$ cat src/rtl/monitor_adc_pkg.sv
/*
 * Shared constants and types for the monitoring converter and host alert
 * controller. Assumes one 25 MHz system clock.
 */
package monitor_adc_pkg;

   // Register offsets on the register port.
   localparam logic [7:0] STAT_ADDR = 8'h10;
   localparam logic [7:0] FLAG_ADDR = 8'h11;
   localparam logic [7:0] MASK_ADDR = 8'h12;
   localparam logic [7:0] CTRL_ADDR = 8'h15;
   localparam logic [7:0] DIS_ADDR = 8'h16;
   localparam logic [7:0] RB_FIRST_ADDR = 8'h17;
   localparam logic [7:0] RB_LAST_ADDR = 8'h24;
   localparam logic [7:0] UNMAPPED_READ = 8'hff;

   // Reset values.
   localparam logic [7:0] CTRL_RESET = 8'h30;
   localparam logic [7:0] DIS_RESET = 8'h00;
   localparam logic [7:0] MASK_RESET = 8'h00;

   // Conversion control fields.
   localparam int EN_BIT = 7;
   localparam int RATE_BIT = 6;
   localparam int SAMPLE_LSB = 4;

   // Channels: disable bits 7..1 map to channels 6..0.
   localparam int NUM_CH = 7;
   localparam int DIS_CH_LSB = 1;

   // Alert sources (bit positions in status, flag and mask).
   localparam int SRC_DONE = 0;
   localparam int SRC_PGOOD = 1;
   localparam int SRC_OVP = 2;
   localparam int SRC_INPUT = 3;
   localparam int SRC_REG = 4;
   localparam int SRC_WDOG = 5;
   localparam int SRC_CHRG = 6;
   localparam int SRC_FAULT = 7;

   // Timing.
   localparam int CLK_PERIOD_NS = 40;
   localparam int ALERT_TIME_NS = 256000;
   localparam int ALERT_CYCLES = ALERT_TIME_NS / CLK_PERIOD_NS;
   localparam int CONV_BASE_TIME_NS = 1000000;
   localparam int CONV_BASE_CYCLES = CONV_BASE_TIME_NS / CLK_PERIOD_NS;
   localparam int ALERT_CNT_W = 13;
   localparam int CONV_CNT_W = 20;

   typedef enum logic [1:0] {
      ST_IDLE = 2'b00,
      ST_CONVERT = 2'b01,
      ST_PAUSE = 2'b10
   } convState_type;

   typedef struct packed {
      logic wrEn;
      logic rdEn;
      logic [7:0] addr;
      logic [7:0] wrData;
   } regReq_type;

   typedef struct packed {
      logic vbusAboveUvlo;
      logic vbusBelowOv;
      logic poorSourcePassed;
      logic detectDone;
      logic batAboveUvlo;
      logic modeChangeBusy;
      logic inputSourceChange;
      logic regulationEntry;
      logic watchdogExpired;
      logic chargeStatusChange;
      logic faultEvent;
   } chargerPins_type;

endpackage

$ cat src/rtl/monitor_adc_and_host_alert_ctrl.sv
/*
 * Sequencer for the monitoring converter plus host alert, flag and
 * power-good logic. Assumes the converter macro presents convData on clk
 * at the end of each conversion time, and that charger pins are async.
 */
`timescale 1ns/1ns
`default_nettype none

module monitor_adc_and_host_alert_ctrl #(
   parameter int ALERT_CYCLES = monitor_adc_pkg::ALERT_CYCLES,
   parameter int CONV_BASE_CYCLES = monitor_adc_pkg::CONV_BASE_CYCLES
) (
   input wire logic clk,
   input wire logic sys_rst,
   input wire monitor_adc_pkg::regReq_type regReq,
   output logic [7:0] regRdData,
   input wire monitor_adc_pkg::chargerPins_type pins,
   input wire logic [15:0] convData,
   output logic convStart,
   output logic [2:0] convChannel,
   output logic alertPin_n,
   output logic powerGoodPin_n,
   output logic switchingEnable
);

   localparam int N = monitor_adc_pkg::NUM_CH;
   localparam int AW = monitor_adc_pkg::ALERT_CNT_W;
   localparam int CW = monitor_adc_pkg::CONV_CNT_W;

   // Three-stage pin synchroniser with an agreement filter.
   monitor_adc_pkg::chargerPins_type pinS1_q, pinS2_q, pinS3_q;
   monitor_adc_pkg::chargerPins_type pinF_q, pinF_d;

   logic [7:0] ctrl_q, ctrl_d, dis_q, dis_d, mask_q, mask_d;
   logic [7:0] flag_q, flag_d, statPrev_q, status, events;
   logic [7:0] rdData_q, rdData_d;
   logic [AW-1:0] alertCnt_q, alertCnt_d;
   logic alertActive_q, startup_q, doneStat_q, doneStat_d;
   logic goodPin_q, swEn_q;
   monitor_adc_pkg::convState_type state_q, state_d;
   logic [2:0] ch_q, ch_d;
   logic [N-1:0] cycleMask_q, cycleMask_d, liveMask;
   logic [CW-1:0] convCnt_q, convCnt_d, convCycles;
   logic convStart_q, convStart_d;
   logic [15:0] rb_q [N];
   logic [15:0] rb_d [N];
   logic powerGood, supplyOk, modeHold, oneShot, readFlag;
   logic [3:0] nextAfter, firstLive;
   logic [7:0] rbIdx;

   // Returns {found, index} of the first set bit at or above start.
   function automatic logic [3:0] firstFrom(input logic [N-1:0] m,
                                            input logic [3:0] start);
      logic [3:0] r;
      r = 4'h0;
      for (int i = N - 1; i >= 0; i--) begin
         if (m[i] && (4'(i) >= start)) begin
            r = {1'b1, 3'(i)};
         end
      end
      return r;
   endfunction

   assign powerGood = pinF_q.vbusAboveUvlo & pinF_q.vbusBelowOv &
                      pinF_q.poorSourcePassed & pinF_q.detectDone;
   assign supplyOk = pinF_q.vbusAboveUvlo | pinF_q.batAboveUvlo;
   assign modeHold = pinF_q.modeChangeBusy |
                     (pinF_q.vbusAboveUvlo & ~pinF_q.detectDone);
   assign oneShot = ~ctrl_q[monitor_adc_pkg::RATE_BIT];
   assign liveMask = ~dis_q[monitor_adc_pkg::DIS_CH_LSB +: N];
   assign readFlag = regReq.rdEn && (regReq.addr == monitor_adc_pkg::FLAG_ADDR);
   assign nextAfter = firstFrom(cycleMask_q, {1'b0, ch_q} + 4'h1);
   assign firstLive = firstFrom(liveMask, 4'h0);
   assign rbIdx = regReq.addr - monitor_adc_pkg::RB_FIRST_ADDR;

   // Live status of each alert source.
   always_comb begin
      status = 8'h00;
      status[monitor_adc_pkg::SRC_DONE] = doneStat_q;
      status[monitor_adc_pkg::SRC_PGOOD] = powerGood;
      // Over-voltage counts only with an input present, so that a bare
      // supply after reset raises no false event.
      status[monitor_adc_pkg::SRC_OVP] = pinF_q.vbusAboveUvlo &
                                         ~pinF_q.vbusBelowOv;
      status[monitor_adc_pkg::SRC_INPUT] = pinF_q.inputSourceChange;
      status[monitor_adc_pkg::SRC_REG] = pinF_q.regulationEntry;
      status[monitor_adc_pkg::SRC_WDOG] = pinF_q.watchdogExpired;
      status[monitor_adc_pkg::SRC_CHRG] = pinF_q.chargeStatusChange;
      status[monitor_adc_pkg::SRC_FAULT] = pinF_q.faultEvent;
   end

   // Conversion time per channel from the sample-speed field.
   always_comb begin
      case (ctrl_q[monitor_adc_pkg::SAMPLE_LSB +: 2])
         2'b00: convCycles = CW'(CONV_BASE_CYCLES * 8);
         2'b01: convCycles = CW'(CONV_BASE_CYCLES * 4);
         2'b10: convCycles = CW'(CONV_BASE_CYCLES * 2);
         default: convCycles = CW'(CONV_BASE_CYCLES);
      endcase
   end

   always_comb begin
      pinF_d = (pinS3_q & ~(pinS2_q ^ pinS3_q)) |
               (pinF_q & (pinS2_q ^ pinS3_q));
   end

   // Alert sources, flags and the timed alert pulse.
   always_comb begin
      events = status & ~statPrev_q;
      events[monitor_adc_pkg::SRC_PGOOD] = powerGood ^
         statPrev_q[monitor_adc_pkg::SRC_PGOOD];
      events[monitor_adc_pkg::SRC_WDOG] =
         events[monitor_adc_pkg::SRC_WDOG] | startup_q;
      flag_d = (readFlag ? 8'h00 : flag_q) | events;
      if (|(events & ~mask_q)) begin
         alertCnt_d = AW'(ALERT_CYCLES);
      end else if (alertCnt_q != '0) begin
         alertCnt_d = alertCnt_q - AW'(1);
      end else begin
         alertCnt_d = alertCnt_q;
      end
   end

   // Register writes, reads and the conversion sequencer.
   always_comb begin
      ctrl_d = ctrl_q;
      dis_d = dis_q;
      mask_d = mask_q;
      state_d = state_q;
      ch_d = ch_q;
      cycleMask_d = cycleMask_q;
      convCnt_d = convCnt_q;
      convStart_d = 1'b0;
      rb_d = rb_q;
      doneStat_d = oneShot ? doneStat_q : 1'b0;
      case (state_q)
         monitor_adc_pkg::ST_IDLE: begin
            if (ctrl_q[monitor_adc_pkg::EN_BIT]) begin
               if (!supplyOk) begin
                  ctrl_d[monitor_adc_pkg::EN_BIT] = 1'b0;
               end else if (liveMask == '0) begin
                  if (oneShot) begin
                     ctrl_d[monitor_adc_pkg::EN_BIT] = 1'b0;
                  end
               end else if (!modeHold) begin
                  // Armed start, also after all-disabled in continuous.
                  cycleMask_d = liveMask;
                  ch_d = firstLive[2:0];
                  convCnt_d = convCycles;
                  convStart_d = 1'b1;
                  doneStat_d = 1'b0;
                  state_d = monitor_adc_pkg::ST_CONVERT;
               end
            end
         end
         monitor_adc_pkg::ST_CONVERT: begin
            // Fault inputs are deliberately not consulted here.
            if (!ctrl_q[monitor_adc_pkg::EN_BIT]) begin
               state_d = monitor_adc_pkg::ST_IDLE;
            end else if (modeHold) begin
               state_d = monitor_adc_pkg::ST_PAUSE;
            end else if (convCnt_q != CW'(1)) begin
               convCnt_d = convCnt_q - CW'(1);
            end else begin
               rb_d[ch_q] = convData;
               if (liveMask == '0) begin
                  state_d = monitor_adc_pkg::ST_IDLE;
                  if (oneShot) begin
                     ctrl_d[monitor_adc_pkg::EN_BIT] = 1'b0;
                  end
               end else if (nextAfter[3]) begin
                  ch_d = nextAfter[2:0];
                  convCnt_d = convCycles;
                  convStart_d = 1'b1;
               end else if (oneShot) begin
                  ctrl_d[monitor_adc_pkg::EN_BIT] = 1'b0;
                  doneStat_d = 1'b1;
                  state_d = monitor_adc_pkg::ST_IDLE;
               end else begin
                  cycleMask_d = liveMask;
                  ch_d = firstLive[2:0];
                  convCnt_d = convCycles;
                  convStart_d = 1'b1;
               end
            end
         end
         monitor_adc_pkg::ST_PAUSE: begin
            if (!ctrl_q[monitor_adc_pkg::EN_BIT]) begin
               state_d = monitor_adc_pkg::ST_IDLE;
            end else if (!modeHold) begin
               convCnt_d = convCycles;
               convStart_d = 1'b1;
               state_d = monitor_adc_pkg::ST_CONVERT;
            end
         end
         default: begin
            state_d = monitor_adc_pkg::ST_IDLE;
         end
      endcase
      // A host write in the same cycle overrides a hardware clear.
      if (regReq.wrEn) begin
         if (regReq.addr == monitor_adc_pkg::CTRL_ADDR) begin
            ctrl_d = regReq.wrData;
         end else if (regReq.addr == monitor_adc_pkg::DIS_ADDR) begin
            dis_d = regReq.wrData;
         end else if (regReq.addr == monitor_adc_pkg::MASK_ADDR) begin
            mask_d = regReq.wrData;
         end
      end
      rdData_d = rdData_q;
      if (regReq.rdEn) begin
         if (regReq.addr == monitor_adc_pkg::STAT_ADDR) begin
            rdData_d = status;
         end else if (regReq.addr == monitor_adc_pkg::FLAG_ADDR) begin
            rdData_d = flag_q;
         end else if (regReq.addr == monitor_adc_pkg::MASK_ADDR) begin
            rdData_d = mask_q;
         end else if (regReq.addr == monitor_adc_pkg::CTRL_ADDR) begin
            rdData_d = ctrl_q;
         end else if (regReq.addr == monitor_adc_pkg::DIS_ADDR) begin
            rdData_d = dis_q;
         end else if (regReq.addr >= monitor_adc_pkg::RB_FIRST_ADDR &&
                      regReq.addr <= monitor_adc_pkg::RB_LAST_ADDR) begin
            rdData_d = rbIdx[0] ? rb_q[rbIdx[3:1]][7:0]
                                : rb_q[rbIdx[3:1]][15:8];
         end else begin
            rdData_d = monitor_adc_pkg::UNMAPPED_READ;
         end
      end
   end

   always_ff @(posedge clk or posedge sys_rst) begin
      if (sys_rst) begin
         pinS1_q <= '0;
         pinS2_q <= '0;
         pinS3_q <= '0;
         pinF_q <= '0;
         ctrl_q <= monitor_adc_pkg::CTRL_RESET;
         dis_q <= monitor_adc_pkg::DIS_RESET;
         mask_q <= monitor_adc_pkg::MASK_RESET;
         flag_q <= 8'h00;
         statPrev_q <= 8'h00;
         rdData_q <= 8'h00;
         alertCnt_q <= '0;
         alertActive_q <= 1'b0;
         startup_q <= 1'b1;
         doneStat_q <= 1'b0;
         goodPin_q <= 1'b0;
         swEn_q <= 1'b0;
         state_q <= monitor_adc_pkg::ST_IDLE;
         ch_q <= 3'h0;
         cycleMask_q <= '0;
         convCnt_q <= '0;
         convStart_q <= 1'b0;
         for (int i = 0; i < N; i++) begin
            rb_q[i] <= 16'h0000;
         end
      end else begin
         pinS1_q <= pins;
         pinS2_q <= pinS1_q;
         pinS3_q <= pinS2_q;
         pinF_q <= pinF_d;
         ctrl_q <= ctrl_d;
         dis_q <= dis_d;
         mask_q <= mask_d;
         flag_q <= flag_d;
         statPrev_q <= status;
         rdData_q <= rdData_d;
         alertCnt_q <= alertCnt_d;
         alertActive_q <= (alertCnt_d != '0);
         startup_q <= 1'b0;
         doneStat_q <= doneStat_d;
         goodPin_q <= powerGood;
         swEn_q <= pinF_q.vbusBelowOv & pinF_q.poorSourcePassed;
         state_q <= state_d;
         ch_q <= ch_d;
         cycleMask_q <= cycleMask_d;
         convCnt_q <= convCnt_d;
         convStart_q <= convStart_d;
         rb_q <= rb_d;
      end
   end

   assign regRdData = rdData_q;
   assign convStart = convStart_q;
   assign convChannel = ch_q;
   assign alertPin_n = ~alertActive_q;
   assign powerGoodPin_n = ~goodPin_q;
   assign switchingEnable = swEn_q;

endmodule

`default_nettype wire

$ cat config.mk
export PLATFORM = sky130hd
export DESIGN_NAME = monitor_adc_and_host_alert_ctrl
export DESIGN_NICKNAME = d
export VERILOG_FILES = /design/src/rtl/monitor_adc_pkg.sv /design/src/rtl/monitor_adc_and_host_alert_ctrl.sv
export SDC_FILE = /design/constraint.sdc
export NUM_CORES = 1
export LEC_CHECK = 0
export BUFFER_PORTS_ARGS = -buffer_cell sky130_fd_sc_hd__buf_2
export CORE_MARGIN = 4
export CORE_UTILIZATION = 30
export CTS_CLUSTER_SIZE = 20
export DETAILED_ROUTE_END_ITERATION = 8
export PLACE_DENSITY = 0.43
export SYNTH_ARGS = -nofsm -noshare
export SYNTH_HDL_FRONTEND = slang
export SYNTH_SLANG_ARGS = --single-unit
$ cat constraint.sdc
create_clock -name clk -period 11.15 [get_ports clk]
set_input_delay 1.115 -clock clk [delete_from_list [all_inputs] [get_ports clk]]
set_output_delay 1.115 -clock clk [all_outputs]
set_load 0.01 [all_outputs]
After elaboration in Yosys (flattened, before gate mapping)
Index checks and enable logic that the tools add are counted.
{ "word_totals": {"reg_bits": 255, "latchBits": 0, "mem_bits_rw": 0, "romBits": 0, "input_bits": 47, "output_inout_bits": 15, "elab_cells": 280, "n_memories": 0} }
{ "classes": {"addsub": 4, "mul": 0, "n_div": 0, "n_lt_le_gt_ge": 12, "eq_ne": 27, "shift": 0, "muxes": 111, "bitwise": 31, "reduce_logical": 26} }
{ "ops": {"columns": ["cell", "count"], "rows": [
  ["$mux 20", 11],
  ["$bwmux 112", 1],
  ["$mux 8", 10],
  ["$mux 7", 10],
  ["$pmux 20 s3", 1],
  ["$pmux 18 s3", 1],
  ["$mux 3", 17],
  ["$bmux 16 s3", 1],
  ["$demux 16 s3", 1],
  ["$mux 16", 3],
  ["$eq 8x5->1 const B", 5],
  ["$mux 1", 29],
  ["$mux 4", 7],
  ["$mux 13", 2],
  ["$reduce_bool 13->1", 2],
  ["$and 11x11->11", 2],
  ["$mux 2", 11],
  ["$ne 2x2->1 const B", 11],
  ["$ne 20x1->1 const B", 1],
  ["$sub 20x1->20 const B", 1],
  ["$and 8x8->8", 2],
  ["$not 8->8", 2],
  ["$pmux 7 s2", 1],
  ["$sub 13x1->13 const B", 1],
  ["41 further kinds", 78]
]} }

Logic depth before layout (Yosys ltp)
{ "depth": {"ltp_word": 18, "depth_mapped": 11, "mapped_depth_nobuf": 8} }

Least setup slack after synthesis
OpenSTA, ideal clock, no wires.
{ "synth_timing": {"path_kind": "input to register", "from": "input port regReq[8] (netlist bit)", "to": "register rdData_q[0], in the netlist regRdData[0]", "setup_ns": 0.077, "t_arrival_ns": 3.353, "required_time_ns": 11.073, "slack_ns": 7.719, "path_stages": 11, "n_path_buf": 4, "path_cell_list": "clkinv_1 -> ha_1 -> clkbuf_1 -> buf_2 -> clkbuf_1 -> clkbuf_1 -> nand3_1 -> o21ai_0 -> o22ai_1 -> or3_1 -> a21oi_1"} }
{ "synth_via": {"elab_chain_len": 12, "elab_cells_between_ends": 20, "cone_classes": "add/sub: 1; order compare: 2; eq/ne: 5; mux: 10; bitwise: 1; reduce/logical: 1"} }
{ "synth_rtl": {"columns": ["element", "line", "source"], "rows": [
  ["start: declaration", "monitor_adc_and_host_alert_ctrl.sv:15", "input wire monitor_adc_pkg::regReq_type regReq,"],
  ["$sub 4x3->4", "monitor_adc_and_host_alert_ctrl.sv:74", "assign rbIdx = regReq.addr - monitor_adc_pkg::RB_FIRST_ADDR;"],
  ["$not 3->4 (not written as such)", "monitor_adc_and_host_alert_ctrl.sv:224, monitor_adc_and_host_alert_ctrl.sv:225", null],
  ["$bmux 16 s3", "monitor_adc_and_host_alert_ctrl.sv:224, monitor_adc_and_host_alert_ctrl.sv:225", null],
  ["$mux 16 (not written as such) (2 in a row)", "monitor_adc_and_host_alert_ctrl.sv:225", ": rb_q[rbIdx[3:1]][15:8];"],
  ["$mux 8", "monitor_adc_and_host_alert_ctrl.sv:224", "rdData_d = rbIdx[0] ? rb_q[rbIdx[3:1]][7:0]"],
  ["$mux 8", "monitor_adc_and_host_alert_ctrl.sv:222", "end else if (regReq.addr >= monitor_adc_pkg::RB_FIRST_ADDR &&"],
  ["$mux 8", "monitor_adc_and_host_alert_ctrl.sv:220", "end else if (regReq.addr == monitor_adc_pkg::DIS_ADDR) begin"],
  ["$mux 8", "monitor_adc_and_host_alert_ctrl.sv:218", "end else if (regReq.addr == monitor_adc_pkg::CTRL_ADDR) begin"],
  ["$mux 8", "monitor_adc_and_host_alert_ctrl.sv:216", "end else if (regReq.addr == monitor_adc_pkg::MASK_ADDR) begin"],
  ["$mux 8", "monitor_adc_and_host_alert_ctrl.sv:214", "end else if (regReq.addr == monitor_adc_pkg::FLAG_ADDR) begin"],
  ["$mux 8 *", "monitor_adc_and_host_alert_ctrl.sv:212", "if (regReq.addr == monitor_adc_pkg::STAT_ADDR) begin"],
  ["end signal: assignment", "monitor_adc_and_host_alert_ctrl.sv:268", "rdData_q <= rdData_d;"],
  ["end: declaration", "monitor_adc_and_host_alert_ctrl.sv:36", "logic [7:0] rdData_q, rdData_d;"]
]} }
Mark *: on every way between the ends. The rest lies on a longest branch, timed or not. The select of a mux whose other input is x is not followed.
A chain may end at the register's enable or synchronous reset.

Worst setup path in the final report
{ "layout_timing": {"from": "register ch_q[0], in the netlist convChannel[0]", "to": "register convCnt_q[17]"} }
{ "layout_via": {"elab_chain_len": 16, "elab_cells_between_ends": 30, "cone_classes": "add/sub: 1; order compare: 7; eq/ne: 1; mux: 13; reduce/logical: 8"} }
{ "layout_rtl": {"columns": ["element", "line", "source"], "rows": [
  ["start: declaration", "monitor_adc_and_host_alert_ctrl.sv:41", "logic [2:0] ch_q, ch_d;"],
  ["start signal: assignment", "monitor_adc_and_host_alert_ctrl.sv:276", "ch_q <= ch_d;"],
  ["$add 3x1->4 *", "monitor_adc_and_host_alert_ctrl.sv:72", "assign nextAfter = firstFrom(cycleMask_q, {1'b0, ch_q} + 4'h1);"],
  ["$ge 3x4->1", "monitor_adc_and_host_alert_ctrl.sv:57", "if (m[i] && (4'(i) >= start)) begin"],
  ["$logic_and 1x1->1", "monitor_adc_and_host_alert_ctrl.sv:57", null],
  ["$mux 4 (6 in a row)", "monitor_adc_and_host_alert_ctrl.sv:57", null],
  ["$mux 4 *", "monitor_adc_and_host_alert_ctrl.sv:57", null],
  ["$mux 20", "monitor_adc_and_host_alert_ctrl.sv:171", "end else if (nextAfter[3]) begin"],
  ["$mux 20", "monitor_adc_and_host_alert_ctrl.sv:166", "if (liveMask == '0) begin"],
  ["$mux 20", "monitor_adc_and_host_alert_ctrl.sv:162", "end else if (convCnt_q != CW'(1)) begin"],
  ["$mux 20", "monitor_adc_and_host_alert_ctrl.sv:160", "end else if (modeHold) begin"],
  ["$mux 20", "monitor_adc_and_host_alert_ctrl.sv:158", "if (!ctrl_q[monitor_adc_pkg::EN_BIT]) begin"],
  ["$pmux 20 s3", "monitor_adc_and_host_alert_ctrl.sv:136", "case (state_q)"],
  ["end signal: assignment", "monitor_adc_and_host_alert_ctrl.sv:278", "convCnt_q <= convCnt_d;"],
  ["end: declaration", "monitor_adc_and_host_alert_ctrl.sv:43", "logic [CW-1:0] convCnt_q, convCnt_d, convCycles;"]
]} }
Marked as above.

==> metrics <==
FF+latch count, synth 254; ant diodes 0; worst min path class reg2reg; Pint 1.75 mW; outcome completed; minimum clock period 3.82 ns; Fin Clk Skew 0.0220 ns; R2R setup slack 7.33 ns; worst setup path startpoint convChannel[0]; detailed-route vias per instance 5.07; asr flop ratio synth 1.00; crit-path max FO 18; Net Sw Frac 0.296; Reg power frac 0.424; row count 73; FF-to-FF path depth 8; Synth Cell Area 12200 um^2; Core ar. 39900 um^2; min-delay src pinS1_q[8]; setup TNS 0 ns; final setup fails 0; Detailed Place HPWL 21500 um; post-synth net total 1090; starting density of the core 0.305; largest net degree at the start of global routing 125; worst-margin pin slew 1.12 ns; ys flop type dfrtp_1; Clock H-tree levels 1; Clock Sinks 254; gpl congestion 0.798; Rel. slew slack 0.251; Avg Cell Area, Syn 11.9 um^2; GRT overflow 0; routed len/inst 19.7 um; EDFF count, synth 0; clock power share 0.407; vias in the first global route 8569; Max-Cap Viols 0; Comb power frac 0.169; Die H 209 um; PortBufs 61; Detailed Route WL 32000 um; Final Cycle Share 0.343; nets 1148; Synth-to-Final Area Change 15.0%; Yosys cell types 80; DRC viols 0; Worst Path Class, Setup reg2reg; clk buf depth 3; crit-path leading delay family compound AO/OA/AOI/OAI gates; die area 43800 um^2; num ports 62; share of layout cells above drive strength 1 0.270; vias 8258; Psw 736 uW; Reg2Reg Capture Point convCnt_q[17]; DRT Pass-1 Iters 5; placed cells 1573; Overall Power 2.49 mW; Seq/Total Area, Yosys 0.523; worst reg2reg startpoint convChannel[0]; 1st-iter DRT viols 466; Ys Warns 0; RSZ-0062 raised after global routing false; TritonCTS clock tree done; CP max stage cell and2_1; first-pass GRT wire length 51200 um; CP endpoint kind flop; crit path cell chain inv_1 -> ha_1 -> a22o_1 -> a211oi_1 -> o2111ai_1 -> o211ai_1 -> and2_1 -> o21ai_0; crit path DAT 4.23 ns; root buffer cell clkbuf_16; die extent in x 209 um; hold-critical path depth 0; post-CTS setup buffer count 0; peak supply drop 0.0981 mV; PostCTS Resize Cnt 0; clock latency on the worst-skew pair 0.58 ns; Buf+Inv Stages, Crit Path 1; Antenna Nets Post-Route 0; Pleak 6.07 nW; Max Slew Vio Count 0; Hold Path End pinS2_q[8]; WP data required 11.56 ns; crit start category flop; initial antenna violation count 3; TritonCTS Buffers 31; power density over the cells 178 nW/um^2; non-filler instance count after layout 1629; Cells after Synth 1023; CTS Hold Buffers Added 0; critical path's largest stage delay 0.68 ns; Clock Pin Slew Worst Setup and Hold Paths 0.06 ns; fmax 0.262 GHz; Fin. Hold Viols 0; All-Layer GR Usage 0.145
cell families (layout without fill, tap and decap cells):
logic type,count (synthesis),count (layout),share of synthesized area
and+or+nand+nor,258,258,0.121
DFF,254,254,0.523
AOI/OAI and AO/OA,208,208,0.108
muxes,178,178,0.181
buffers and inverters,85,166,0.0324
adders and majority gates,31,31,0.0296
xor gates and xnor gates,8,8,0.00576
other,1,1,0.000308
cells in the final DEF (no fill, tap or decap), drive strengths merged, types with 15 or more instances in the layout:
cell type,Yosys,layout
nor3b,15,15
o22ai,16,16
nand3,31,31
ha,20,20
clkbuf,22,43
a21oi,56,56
buf,26,73
nand2,47,47
mux2i,26,26
o21ai,54,54
inv,35,36
nor2,68,68
mux4,16,16
mux2,136,136
dfrtp,251,251
nor3,28,28
registers in the layout (all words and copies together) (netlist names), 11 cells and up, named ones only:
name,count
pinS1_q,11
pinS3_q,11
pinS2_q,11
alertCnt_q,13
rb_q,112
convCnt_q,20
cell usage after synthesis, types with 12 or more instances:
cell type | count | share of area
mux2_4 | 12 | 0.015
dfrtp_1 | 251 | 0.52
mux4_2 | 16 | 0.030
nand2_1 | 47 | 0.015
buf_2 | 12 | 0.0049
mux2i_1 | 26 | 0.021
mux2_2 | 121 | 0.11
nand3_1 | 27 | 0.011
o21ai_0 | 53 | 0.022
nor2_1 | 67 | 0.021
a21oi_1 | 56 | 0.023
nor3_1 | 25 | 0.010
ha_1 | 20 | 0.021
o22ai_1 | 16 | 0.0082
clkbuf_1 | 22 | 0.0068
inv_1 | 35 | 0.011
nor3b_1 | 13 | 0.0080
layout make-up:
cell class                      count  area (um^2)
Tap cell                          525          657
Fill cell                        3966        25900
Clock buffer                       43          871
Multi-Input combinational cell    684         5420
Clock inverter                     13          146
Inverter                           37          146
Sequential cell                   254         6360
Timing Repair Buffer               73          395
worst max path at each step:
| stage | to | depth (start not counted) |
|---|---|---|
| floorplan | async pin | 1 |
| global placement | regRdData[5] | 10 |
| global route | convCnt_q[17] | 8 |
| detailed placement | regRdData[6] | 10 |
| finish | convCnt_q[17] | 8 |
| CTS | convCnt_q[17] | 8 |
power by group through the flow:
stage | Combinational, mW | Clock (mW) | Sequential (mW)
2_1_floorplan | 0.321 | 0 | 1.05
3_3_place_gp | 0.423 | 0 | 1.07
3_5_place_dp | 0.424 | 0 | 1.07
4_1_cts | 0.426 | 1.05 | 1.05
5_1_grt | 0.474 | 1.08 | 1.07
6_report | 0.421 | 1.01 | 1.05
stage by stage:
stage          setup WS, ns  area, um^2  utilization  hold WS, ns
6_report               7.33       14000        0.351        0.347
5_1_grt                6.98       14000        0.351        0.352
4_1_cts                7.37       14000        0.351        0.347
3_5_place_dp           7.15       13000        0.325        0.336
3_3_place_gp           7.25       13000        0.325        0.332
2_1_floorplan          3.05       12200            -        0.331
routing by layer:
metal,vias to the layer above,share of wire,global-route usage
met3,56,0.037,0.0260
met4,6,0.021,0.0317
met2,134,0.47,0.233
met5,-,0.0016,0
li1,3893,-,-
met1,4169,0.47,0.207
Power figures use the tool's default switching activity.
